## src/logic/rtc_pkg.sv

```systemverilog
// Register map, field positions, reset values and timing of the RTC flag and interrupt block
package rtc_pkg;
    localparam logic [6:0] I2C_DEV_ADDR = 7'h32;
    localparam logic [3:0] BYTE_BITS = 4'h8;
    localparam logic [2:0] REG_PAGE = 3'h0;
    localparam logic [3:0] REG_TMR_LO = 4'hb;
    localparam logic [3:0] REG_TMR_HI = 4'hc;
    localparam logic [3:0] REG_EXT = 4'hd;
    localparam logic [3:0] REG_FLAGS = 4'he;
    localparam logic [3:0] REG_CTRL = 4'hf;
    localparam int EXT_TARGET = 6;
    localparam int EXT_REFSEL = 5;
    localparam int EXT_RUN = 4;
    localparam int EXT_CLK = 2;
    localparam int EXT_SRC = 0;
    localparam int FLG_REF = 5;
    localparam int FLG_CNT = 4;
    localparam int FLG_ALM = 3;
    localparam int FLG_SUP = 1;
    localparam int FLG_CMP = 0;
    localparam int CTL_CMP = 6;
    localparam int CTL_REF_EN = 5;
    localparam int CTL_CNT_EN = 4;
    localparam int CTL_ALM_EN = 3;
    localparam int CTL_RST = 0;
    localparam logic [7:0] FLAGS_MASK = 8'h3b;
    localparam logic [7:0] CTRL_MASK = 8'hf9;
    localparam logic [7:0] TMR_HI_MASK = 8'h0f;
    localparam logic [7:0] EXT_RESET = 8'h02;
    localparam logic [7:0] FLAGS_RESET = 8'h03;
    localparam logic [7:0] CTRL_RESET = 8'h40;
    localparam int PRE_32K = 0;
    localparam int PRE_4096 = 3;
    localparam int PRE_1024 = 5;
    localparam int PRE_64 = 9;
    localparam int PRE_2HZ = 14;
    localparam int PRE_1HZ = 15;
    localparam logic [15:0] PRE_LAST = 16'hffff;
    localparam logic [5:0] SEC_LAST = 6'h3b;
    localparam longint OSC_HZ = 32768;
    localparam longint RTN_SEC_US = 500000;
    localparam longint RTN_MIN_US = 7813;
    localparam longint RTN_FAST_US = 122;
    localparam logic [14:0] RTN_SEC_TICKS = 15'((RTN_SEC_US * OSC_HZ + 999999) / 1000000);
    localparam logic [14:0] RTN_MIN_TICKS = 15'((RTN_MIN_US * OSC_HZ + 999999) / 1000000);
    localparam logic [14:0] RTN_FAST_TICKS = 15'((RTN_FAST_US * OSC_HZ + 999999) / 1000000);
    localparam int HALF_SEC_MS = 500;
    localparam logic [5:0] CMP_LAST_0 = 6'(500 / HALF_SEC_MS - 1);
    localparam logic [5:0] CMP_LAST_1 = 6'(2000 / HALF_SEC_MS - 1);
    localparam logic [5:0] CMP_LAST_2 = 6'(10000 / HALF_SEC_MS - 1);
    localparam logic [5:0] CMP_LAST_3 = 6'(30000 / HALF_SEC_MS - 1);
    typedef enum logic [2:0] {
        ST_IDLE = 3'b000,
        ST_ADDR = 3'b001,
        ST_ADDR_ACK = 3'b010,
        ST_WR = 3'b011,
        ST_WR_ACK = 3'b100,
        ST_RD = 3'b101,
        ST_RD_ACK = 3'b110
    } rtc_i2c_state_t;
endpackage

```

## src/logic/rtc_irq_flag_control.sv

```systemverilog
// RTC flag, interrupt and control logic behind an I2C slave
// Contract
// - Target select 1 ignores weekday; 0 needs weekday match for alarm.
// - Refresh each second released after 500 ms, or each minute after 7.813 ms.
// - Writing timer run 1 loads preset and counts; 0 stops.
// - Clock output select: 00 32768 Hz, 01 1024 Hz, 10 1 Hz, 11 32768 Hz.
// - Countdown tick 4096 Hz, 64 Hz, second or minute; release 122 us or 7.813 ms.
// - Refresh, countdown and alarm flags set on event, held until 0 written.
// - Supply loss flag sets on low supply or oscillator stop, held until cleared.
// - Supply drop seen in about 1 to 10 ms, oscillator stop in 100 ms.
// - Compensation voltage flag sets at compensation instants when supply low.
// - Writing 1 to either supply flag does nothing; only 0 clears.
// - Compensation interval 0.5 s, 2.0 s default, 10 s or 30 s.
// - Refresh pulls irq only when enabled; clearing enable releases it.
// - Countdown pulls irq when enabled, auto release after 122 us or 7.813 ms, enable cancels.
// - Alarm irq held until alarm flag cleared; clearing enable cancels.
// - Reset bit write only sets it; prescaler cleared at next STOP, bit clears.
// - Repeated START never executes the pending prescaler reset.
// - Next second comes 1000 ms minus 30.5 us to 1000 ms after reset; code gives 1000 ms minus 15.3 us to 1000 ms.
// - Unused flag and control bits ignore writes and read zero.
// - Alarm match sets alarm flag and, if enabled, pulls irq low.
// - Timer run 0 stops countdown and releases irq.
module rtc_irq_flag_control
    import rtc_pkg::*;
#(
    parameter int unsigned OSC_STEP = 65536,
    parameter int unsigned OSC_MOD = 100000000
)(
    input wire logic mclk,
    input wire logic reset_n,
    input wire logic scl_i,
    input wire logic sda_i,
    output logic sda_o,
    output logic sda_oe,
    output logic irq_n_o,
    output logic irq_n_oe,
    output logic clkout_pin,
    input wire logic supply_low_i,
    input wire logic osc_stop_i,
    input wire logic comp_supply_low_i,
    input wire logic alarm_time_match,
    input wire logic alarm_weekday_match
);
    function automatic logic hit(input logic [7:0] a, input logic [3:0] r);
        return (a[7:5] == REG_PAGE) && (a[3:0] == r);
    endfunction

    logic [4:0] sync1_ff, sync2_ff;
    logic scl_d_ff, sda_d_ff;
    always_ff @(posedge mclk or negedge reset_n)
    begin
        if (!reset_n)
        begin
            sync1_ff <= 5'h03;
            sync2_ff <= 5'h03;
            scl_d_ff <= 1'b1;
            sda_d_ff <= 1'b1;
        end
        else
        begin
            sync1_ff <= {comp_supply_low_i, osc_stop_i, supply_low_i, sda_i, scl_i};
            sync2_ff <= sync1_ff;
            scl_d_ff <= sync2_ff[0];
            sda_d_ff <= sync2_ff[1];
        end
    end
    logic scl_s, sda_s, start_det, stop_det, scl_rise, scl_fall;
    assign scl_s = sync2_ff[0];
    assign sda_s = sync2_ff[1];
    assign start_det = scl_s && scl_d_ff && sda_d_ff && !sda_s;
    assign stop_det = scl_s && scl_d_ff && !sda_d_ff && sda_s;
    assign scl_rise = scl_s && !scl_d_ff;
    assign scl_fall = !scl_s && scl_d_ff;

    // I2C slave
    rtc_i2c_state_t st_ff, nxt_st;
    logic [7:0] sh_ff, nxt_sh, ptr_ff, nxt_ptr, wa_ff, nxt_wa, wd_ff, nxt_wd, rd_val;
    logic [3:0] cnt_ff, nxt_cnt;
    logic first_ff, nxt_first, rw_ff, nxt_rw, ack_ff, nxt_ack, wr_ff, nxt_wr;
    logic sda_oe_ff, nxt_sda_oe;
    always_comb
    begin
        nxt_st = st_ff;
        nxt_sh = sh_ff;
        nxt_cnt = cnt_ff;
        nxt_ptr = ptr_ff;
        nxt_first = first_ff;
        nxt_rw = rw_ff;
        nxt_ack = ack_ff;
        nxt_sda_oe = sda_oe_ff;
        nxt_wr = 1'b0;
        nxt_wa = wa_ff;
        nxt_wd = wd_ff;
        if (start_det)
        begin
            nxt_st = ST_ADDR;
            nxt_cnt = 4'h0;
            nxt_sda_oe = 1'b0;
            nxt_first = 1'b1;
        end
        else if (stop_det)
        begin
            nxt_st = ST_IDLE;
            nxt_sda_oe = 1'b0;
        end
        else if (scl_rise)
        begin
            case (st_ff)
                ST_ADDR, ST_WR:
                begin
                    nxt_sh = {sh_ff[6:0], sda_s};
                    nxt_cnt = cnt_ff + 4'h1;
                end
                ST_RD: nxt_cnt = cnt_ff + 4'h1;
                ST_RD_ACK: nxt_ack = !sda_s;
                default: nxt_cnt = cnt_ff;
            endcase
        end
        else if (scl_fall)
        begin
            case (st_ff)
                ST_ADDR:
                    if (cnt_ff == BYTE_BITS)
                    begin
                        if (sh_ff[7:1] == I2C_DEV_ADDR)
                        begin
                            nxt_st = ST_ADDR_ACK;
                            nxt_sda_oe = 1'b1;
                            nxt_rw = sh_ff[0];
                        end
                        else
                            nxt_st = ST_IDLE;
                    end
                ST_WR:
                    if (cnt_ff == BYTE_BITS)
                    begin
                        nxt_st = ST_WR_ACK;
                        nxt_sda_oe = 1'b1;
                        nxt_first = 1'b0;
                        if (first_ff)
                            nxt_ptr = sh_ff;
                        else
                        begin
                            nxt_wr = 1'b1;
                            nxt_wa = ptr_ff;
                            nxt_wd = sh_ff;
                            nxt_ptr = ptr_ff + 8'h01;
                        end
                    end
                ST_ADDR_ACK, ST_WR_ACK, ST_RD_ACK:
                begin
                    nxt_cnt = 4'h0;
                    nxt_sda_oe = 1'b0;
                    if (st_ff == ST_RD_ACK && !ack_ff)
                        nxt_st = ST_IDLE;
                    else if (rw_ff)
                    begin
                        nxt_st = ST_RD;
                        nxt_sh = rd_val;
                        nxt_sda_oe = !rd_val[7];
                    end
                    else
                        nxt_st = ST_WR;
                end
                ST_RD:
                    if (cnt_ff == BYTE_BITS)
                    begin
                        nxt_st = ST_RD_ACK;
                        nxt_sda_oe = 1'b0;
                        nxt_ptr = ptr_ff + 8'h01;
                    end
                    else
                    begin
                        nxt_sh = {sh_ff[6:0], 1'b0};
                        nxt_sda_oe = !sh_ff[6];
                    end
                default: nxt_st = st_ff;
            endcase
        end
    end
    always_ff @(posedge mclk or negedge reset_n)
    begin
        if (!reset_n)
        begin
            st_ff <= ST_IDLE;
            sh_ff <= 8'h00;
            cnt_ff <= 4'h0;
            ptr_ff <= 8'h00;
            first_ff <= 1'b1;
            rw_ff <= 1'b0;
            ack_ff <= 1'b0;
            sda_oe_ff <= 1'b0;
            wr_ff <= 1'b0;
            wa_ff <= 8'h00;
            wd_ff <= 8'h00;
        end
        else
        begin
            st_ff <= nxt_st;
            sh_ff <= nxt_sh;
            cnt_ff <= nxt_cnt;
            ptr_ff <= nxt_ptr;
            first_ff <= nxt_first;
            rw_ff <= nxt_rw;
            ack_ff <= nxt_ack;
            sda_oe_ff <= nxt_sda_oe;
            wr_ff <= nxt_wr;
            wa_ff <= nxt_wa;
            wd_ff <= nxt_wd;
        end
    end

    // Timebase, registers and interrupt sources
    logic [26:0] acc_ff, nxt_acc;
    logic [15:0] presc_ff, nxt_presc, presc_inc;
    logic [5:0] sec_ff, nxt_sec, cmp_ff, nxt_cmp, cmp_last;
    logic [7:0] ext_ff, nxt_ext, flags_ff, nxt_flags, ctrl_ff, nxt_ctrl, tlo_ff, nxt_tlo;
    logic [7:0] thi_ff, nxt_thi, fset, fclr;
    logic [11:0] tcnt_ff, nxt_tcnt;
    logic [14:0] ref_rel_ff, nxt_ref_rel, tmr_rel_ff, nxt_tmr_rel;
    logic ref_act_ff, nxt_ref_act, tmr_act_ff, nxt_tmr_act, alm_act_ff, nxt_alm_act;
    logic irq_oe_ff, clk_ff, nxt_clk;
    logic [27:0] acc_sum;
    logic half_tick, tick_osc, tick_4096, tick_64, tick_2hz, sec_evt, min_evt, rst_exec;
    logic ref_evt, cnt_evt, alm_evt, src_tick, cmp_inst;

    assign rd_val = hit(ptr_ff, REG_TMR_LO) ? tlo_ff :
                    hit(ptr_ff, REG_TMR_HI) ? (thi_ff & TMR_HI_MASK) :
                    hit(ptr_ff, REG_EXT) ? ext_ff :
                    hit(ptr_ff, REG_FLAGS) ? (flags_ff & FLAGS_MASK) :
                    hit(ptr_ff, REG_CTRL) ? (ctrl_ff & CTRL_MASK) : 8'h00;

    always_comb
    begin
        acc_sum = {1'b0, acc_ff} + 28'(OSC_STEP);
        half_tick = acc_sum >= 28'(OSC_MOD);
        nxt_acc = half_tick ? 27'(acc_sum - 28'(OSC_MOD)) : acc_sum[26:0];
        presc_inc = presc_ff + 16'h0001;
        tick_osc = half_tick && presc_inc[PRE_32K] && !presc_ff[PRE_32K];
        tick_4096 = half_tick && presc_inc[PRE_4096] && !presc_ff[PRE_4096];
        tick_64 = half_tick && presc_inc[PRE_64] && !presc_ff[PRE_64];
        tick_2hz = half_tick && presc_inc[PRE_2HZ] && !presc_ff[PRE_2HZ];
        sec_evt = half_tick && (presc_ff == PRE_LAST);
        min_evt = sec_evt && (sec_ff == SEC_LAST);
        rst_exec = stop_det && ctrl_ff[CTL_RST];
        // Only the prescaler restarts so the next second lands one full period on
        nxt_presc = rst_exec ? 16'h0000 : (half_tick ? presc_inc : presc_ff);
        nxt_sec = min_evt ? 6'h00 : (sec_evt ? sec_ff + 6'h01 : sec_ff);
        case (ctrl_ff[CTL_CMP +: 2])
            2'b00: cmp_last = CMP_LAST_0;
            2'b01: cmp_last = CMP_LAST_1;
            2'b10: cmp_last = CMP_LAST_2;
            default: cmp_last = CMP_LAST_3;
        endcase
        cmp_inst = tick_2hz && (cmp_ff >= cmp_last);
        nxt_cmp = cmp_inst ? 6'h00 : (tick_2hz ? cmp_ff + 6'h01 : cmp_ff);
        nxt_ext = (wr_ff && hit(wa_ff, REG_EXT)) ? wd_ff : ext_ff;
        nxt_tlo = (wr_ff && hit(wa_ff, REG_TMR_LO)) ? wd_ff : tlo_ff;
        nxt_thi = (wr_ff && hit(wa_ff, REG_TMR_HI)) ? (wd_ff & TMR_HI_MASK) : thi_ff;
        nxt_ctrl = ctrl_ff;
        if (wr_ff && hit(wa_ff, REG_CTRL))
            nxt_ctrl = (wd_ff & CTRL_MASK) | (ctrl_ff & (8'h01 << CTL_RST));
        if (rst_exec)
            nxt_ctrl[CTL_RST] = 1'b0;
        ref_evt = ext_ff[EXT_REFSEL] ? min_evt : sec_evt;
        case (ext_ff[EXT_SRC +: 2])
            2'b00: src_tick = tick_4096;
            2'b01: src_tick = tick_64;
            2'b10: src_tick = sec_evt;
            default: src_tick = min_evt;
        endcase
        cnt_evt = ext_ff[EXT_RUN] && src_tick && (tcnt_ff <= 12'h001);
        if (nxt_ext[EXT_RUN] && !ext_ff[EXT_RUN])
            nxt_tcnt = {thi_ff[3:0], tlo_ff};
        else if (cnt_evt)
            nxt_tcnt = {thi_ff[3:0], tlo_ff};
        else if (ext_ff[EXT_RUN] && src_tick)
            nxt_tcnt = tcnt_ff - 12'h001;
        else
            nxt_tcnt = tcnt_ff;
        alm_evt = alarm_time_match && (ext_ff[EXT_TARGET] || alarm_weekday_match);
        fset = 8'h00;
        fset[FLG_REF] = ref_evt;
        fset[FLG_CNT] = cnt_evt;
        fset[FLG_ALM] = alm_evt;
        fset[FLG_SUP] = sync2_ff[2] || sync2_ff[3];
        fset[FLG_CMP] = cmp_inst && sync2_ff[4];
        fclr = (wr_ff && hit(wa_ff, REG_FLAGS)) ? ~wd_ff : 8'h00;
        nxt_flags = ((flags_ff & ~fclr) | fset) & FLAGS_MASK;
        nxt_ref_act = ref_act_ff;
        nxt_ref_rel = ref_rel_ff;
        if (!ctrl_ff[CTL_REF_EN])
            nxt_ref_act = 1'b0;
        else if (ref_evt)
        begin
            nxt_ref_act = 1'b1;
            nxt_ref_rel = ext_ff[EXT_REFSEL] ? RTN_MIN_TICKS : RTN_SEC_TICKS;
        end
        else if (ref_act_ff && tick_osc)
        begin
            nxt_ref_act = ref_rel_ff != 15'h0000;
            nxt_ref_rel = ref_rel_ff - 15'h0001;
        end
        nxt_tmr_act = tmr_act_ff;
        nxt_tmr_rel = tmr_rel_ff;
        if (!ctrl_ff[CTL_CNT_EN] || !ext_ff[EXT_RUN])
            nxt_tmr_act = 1'b0;
        else if (cnt_evt)
        begin
            nxt_tmr_act = 1'b1;
            nxt_tmr_rel = (ext_ff[EXT_SRC +: 2] == 2'b00) ? RTN_FAST_TICKS : RTN_MIN_TICKS;
        end
        else if (tmr_act_ff && tick_osc)
        begin
            nxt_tmr_act = tmr_rel_ff != 15'h0000;
            nxt_tmr_rel = tmr_rel_ff - 15'h0001;
        end
        nxt_alm_act = ctrl_ff[CTL_ALM_EN] && nxt_flags[FLG_ALM] && (alm_evt || alm_act_ff);
        case (ext_ff[EXT_CLK +: 2])
            2'b01: nxt_clk = presc_ff[PRE_1024];
            2'b10: nxt_clk = presc_ff[PRE_1HZ];
            default: nxt_clk = presc_ff[PRE_32K];
        endcase
    end
    always_ff @(posedge mclk or negedge reset_n)
    begin
        if (!reset_n)
        begin
            acc_ff <= 27'h0000000;
            presc_ff <= 16'h0000;
            sec_ff <= 6'h00;
            cmp_ff <= 6'h00;
            ext_ff <= EXT_RESET;
            flags_ff <= FLAGS_RESET;
            ctrl_ff <= CTRL_RESET;
            tlo_ff <= 8'h00;
            thi_ff <= 8'h00;
            tcnt_ff <= 12'h000;
            ref_rel_ff <= 15'h0000;
            tmr_rel_ff <= 15'h0000;
            ref_act_ff <= 1'b0;
            tmr_act_ff <= 1'b0;
            alm_act_ff <= 1'b0;
            irq_oe_ff <= 1'b0;
            clk_ff <= 1'b0;
        end
        else
        begin
            acc_ff <= nxt_acc;
            presc_ff <= nxt_presc;
            sec_ff <= nxt_sec;
            cmp_ff <= nxt_cmp;
            ext_ff <= nxt_ext;
            flags_ff <= nxt_flags;
            ctrl_ff <= nxt_ctrl;
            tlo_ff <= nxt_tlo;
            thi_ff <= nxt_thi;
            tcnt_ff <= nxt_tcnt;
            ref_rel_ff <= nxt_ref_rel;
            tmr_rel_ff <= nxt_tmr_rel;
            ref_act_ff <= nxt_ref_act;
            tmr_act_ff <= nxt_tmr_act;
            alm_act_ff <= nxt_alm_act;
            irq_oe_ff <= ref_act_ff || tmr_act_ff || alm_act_ff;
            clk_ff <= nxt_clk;
        end
    end
    // Open-drain pins only ever pull low
    assign sda_o = 1'b0;
    assign irq_n_o = 1'b0;
    assign sda_oe = sda_oe_ff;
    assign irq_n_oe = irq_oe_ff;
    assign clkout_pin = clk_ff;
endmodule

```

## config.mk

```make
export PLATFORM = sky130hd
export DESIGN_NAME = rtc_irq_flag_control
export DESIGN_NICKNAME = d
export VERILOG_FILES = /design/src/logic/rtc_pkg.sv /design/src/logic/rtc_irq_flag_control.sv
export SDC_FILE = /design/constraint.sdc
export NUM_CORES = 1
export LEC_CHECK = 0
export ABC_AREA = 1
export BUFFER_PORTS_ARGS = -buffer_cell sky130_fd_sc_hd__buf_4
export CAP_MARGIN = 20
export CORE_MARGIN = 10
export CORE_UTILIZATION = 58
export DETAILED_ROUTE_END_ITERATION = 7
export GPL_TIMING_DRIVEN = 0
export PLACE_DENSITY = 0.82
export RECOVER_POWER = 25
export SETUP_SLACK_MARGIN = 0.5
export SYNTH_ARGS = -nofsm -noshare
export SYNTH_HDL_FRONTEND = slang
export SYNTH_SLANG_ARGS = --single-unit
```

## constraint.sdc

```tcl
create_clock -name mclk -period 3.8 [get_ports mclk]
set_input_delay 1.14 -clock mclk [delete_from_list [all_inputs] [get_ports mclk]]
set_output_delay 1.14 -clock mclk [all_outputs]
set_load 0.01 [all_outputs]
```

==> impl_results.md <==
* WS Path Type: reg2reg
* Clock sinks at 180
* Int Power at 2.879 mW
* DR vias at 8,414
* Comb pwr share at 3.8%
* Hold path cells at 0
* Synth Area in XOR/XNOR at 4.977%
* Power per cell area at 352.0 nW/um^2
* DRC at 0
* Worst Path Required at 4170 ps
* CTS buffer count at 17
* GP Congestion at slightly above 0.9
* R2r endpoint: tcnt_ff[10]
* #FFs+latches synth at 180
* Run status: finished with violations
* WHS Endpoint: sync2_ff[3]
* Layout Skew at 7.922 ps
* Element type at the critical path end: flop
* CP Cell Sequence: nor3_1, inv_1, nor4_1, o21ai_0, nand2_1, clkbuf_1, nand3_1, nand2_1
* Cell variety after synth at 54
* Worst hold start: sync1_ff[3]
* Failing checks: capacitance limit, slew limit
* Most used cell, CP: nand2_1
* Clk pwr share at 45.0%
* Max stage delay cell, worst path: nor4_1
* Post-CTS setup buffer count at 0
* Mux cell area share after synthesis at less than 1%
* 1st-pass router iterations at 5
* Met3 Usage GRT at 3.831%
* Crit Reg-Reg Startpoint: wa_ff[6]
* Max Buffers Root-to-Sink at 2
* Cts hold-fix bufs at 0
* Clock latency on the worst-skew pair at 440 ps
* First DRT Iteration DRCs at 623
* GR Util met1 at 25.71%
* Period utilisation layout at 76.96%
* RSZ-0062 raised after global routing: false
* Final Total Pwr at 3.874 mW
* Post-synthesis compound-gate area fraction at around an eighth
* Dpl cells at 1,497
* Resize count post-CTS at 0
* CORE AREA at between 15,000 and 20,000 sq um
* Grt peak-use layer: met2
* WL per Instance at approximately 14 microns
* Synth Area in Simple Gates at roughly 26%
* Via-to-Cell Ratio at ~5.5
* Reg2Reg Setup Slack at 880 ps
* Total grt overflow at 0
* Die span in y at 151.5 microns
* R2R depth at 8
* CTS tree: done
* N_diodes at 0
* Adder-Cell Fraction of Synth Area at approximately 3.4%
* Most area-consuming cells after synthesis: dfrtp_1 42%, nand2_1 9.6%, inv_1 7.2%
* Global-route wire length before repair at 37.96 mm
* Max_cap viols at 1
* Family with the most delay on the worst path: simple AND/OR/NAND/NOR gates
* Mapped Area at between 10,000 and 15,000 sq um
* Worst Path Arrival at 3300 ps
* Yosys warns at 0
* Commonest non-fill, non-tap cell in the layout: nand2_1
* Tmin final at ~3000 ps
* Initial core utilization at 58.60%
* Mapped Cells at 1,259
* Worst path depth at 8
* Slowest Stage Delay on Critical Path at 810 ps
* Yosys top cell area share at 42.16%
* Max Clock Freq at about 340 MHz
* Pin count of the biggest net entering global routing at 109
* Share of power burned in registers at 51.2%
* Row count at 48
* Worst Hold Class: reg2reg
* Ports at 14
* Root Buffer: clkbuf_16
* Global-route usage over all layers at 20.09%
* Switching Fraction at 25.69%
* Slew headroom at -22.67%
* Share of cells above drive strength 1 at between 7 and 8%
* Full die area at 22,960 sq um
* CTS clk-pin slew, worst paths at 80 ps
* ANT nets after route at 0
* Vias in the first global route at 8,153
* CP bufs+invs at 2
* Most frequent cells in the layout: 257 x nand2_1, 193 x inv_1, 169 x dfrtp_1, 116 x nand3_1
* Area leader, netlist: dfrtp_1
* Seq/Total Area, Yosys at 45.04%
* Maximum vdd drop at 343.4 uV
* Routing usage on met2 at around a third
* Total Wirelength at 21.90 mm
* Switching power at ~1000 uW
* Layout area overhead at 9.717%
* Critical-path maximum fanout at 10
* Final setup TNS at 0 ps
* Worst-Margin Slew at 1840 ps
* Synth Area per Inst at 7.967 sq um
* Initial antenna violation count at 0
* Largest family of logic cells by synthesized area: simple AND/OR/NAND/NOR gates
* Pleak at 5.278 nW
* Final-report hold violation count at 0
* Die width at between 150 and 200 microns
* Fin nets at 1,327
* Max-slew violation count at 73
* Port Buffer Count at 11
* Cell Count, Final, Fillers Out at 1,529
* H-tree Lvls at 4
* DP HPWL at 15.92 mm
* Final setup violation count at 0
* Startpoint Class: flop
==> sequential cells by signal, summed over array words and instances, names as in the netlist, 5 cells and up <==
register / count
presc_ff: 16
sh_ff: 8
sync2_ff: 5
tmr_rel_ff: 15
ext_ff: 8
wa_ff: 7
sec_ff: 6
acc_ff: 19
flags_ff: 5
wd_ff: 8
tcnt_ff: 12
tlo_ff: 8
cmp_ff: 6
sync1_ff: 5
ptr_ff: 8
ctrl_ff: 6
ref_rel_ff: 15
==> power by group through the flow <==
stage / registers (mW) / logic [mW] / clock network (mW)
3_3_place_gp: 2.02 / 0.144 / 0
2_1_floorplan: 2.01 / 0.0729 / 0
4_1_cts: 1.98 / 0.152 / 1.76
5_1_grt: 1.99 / 0.172 / 1.85
6_report: 1.98 / 0.148 / 1.74
3_5_place_dp: 2.02 / 0.151 / 0
==> synthesized netlist by cell type, drive strengths merged <==
master	n
a2111oi	2
a211oi	1
a21boi	1
a21oi	32
a221oi	2
a22oi	5
a311oi	1
a31oi	4
and3	3
buf	10
clkbuf	15
clkinv	2
conb	1
dfrtp	169
dfstp	11
ha	27
inv	198
mux2	1
nand2	264
nand3	122
nand3b	2
nand4	24
nor2	111
nor3	35
nor3b	7
nor4	7
o2111ai	3
o211ai	13
o21a	4
o21ai	107
o21bai	3
o221ai	4
o22ai	5
o31ai	5
o41ai	1
xnor2	20
xor2	37
==> per-layer routing <==
layer,routed length (microns),up-vias
li1,-,4180
met1,9542,3973
met2,11010,229
met3,1006,32
met4,336,0
met5,0,-
==> worst max path at each step <==
stage | start | to | slack, ps
global placement | reset_n | cnt_ff[0] | 530
floorplan | acc_ff[16] | ref_rel_ff[3] | 1470
CTS | wa_ff[6] | tcnt_ff[10] | 870
global route | wa_ff[6] | tcnt_ff[10] | 620
detailed placement | wa_ff[6] | tcnt_ff[10] | 890
finish | wa_ff[6] | tcnt_ff[10] | 880
==> cells by family after synthesis <==
kind of cell	Yosys count
other	1
XOR/XNOR	57
AND/OR/NAND/NOR	575
multiplexers	1
adder cells (fa/ha/maj)	27
buffers and inverters	225
flip-flops	180
AO/OA/AOI/OAI	193
==> stage by stage <==
step / util (%) / cell area (sq um) / hold slack (ps) / worst slack (ps)
2_1_floorplan: - / 10030 / 331.2 / 1470
3_3_place_gp: 60.75 / 10400 / 332.2 / 527.5
3_5_place_dp: 60.96 / 10430 / 342.6 / 888.7
4_1_cts: 64.36 / 11020 / 360.4 / 865.3
5_1_grt: 64.30 / 11010 / 368.7 / 623.7
6_report: 64.30 / 11010 / 355.8 / 875.4
==> cell type report <==
class | count | area (sq um)
plain buffers | 25 | 135.1
clock buffers | 17 | 425.4
clock inverters | 15 | 156.4
fillers | 1408 | 6111
inverters | 200 | 750.7
multi-input cells | 855 | 4631
flip-flops and latches | 180 | 4518
well taps | 225 | 281.5
repair buffers | 12 | 107.6
(Power assumes the default switching activity.)
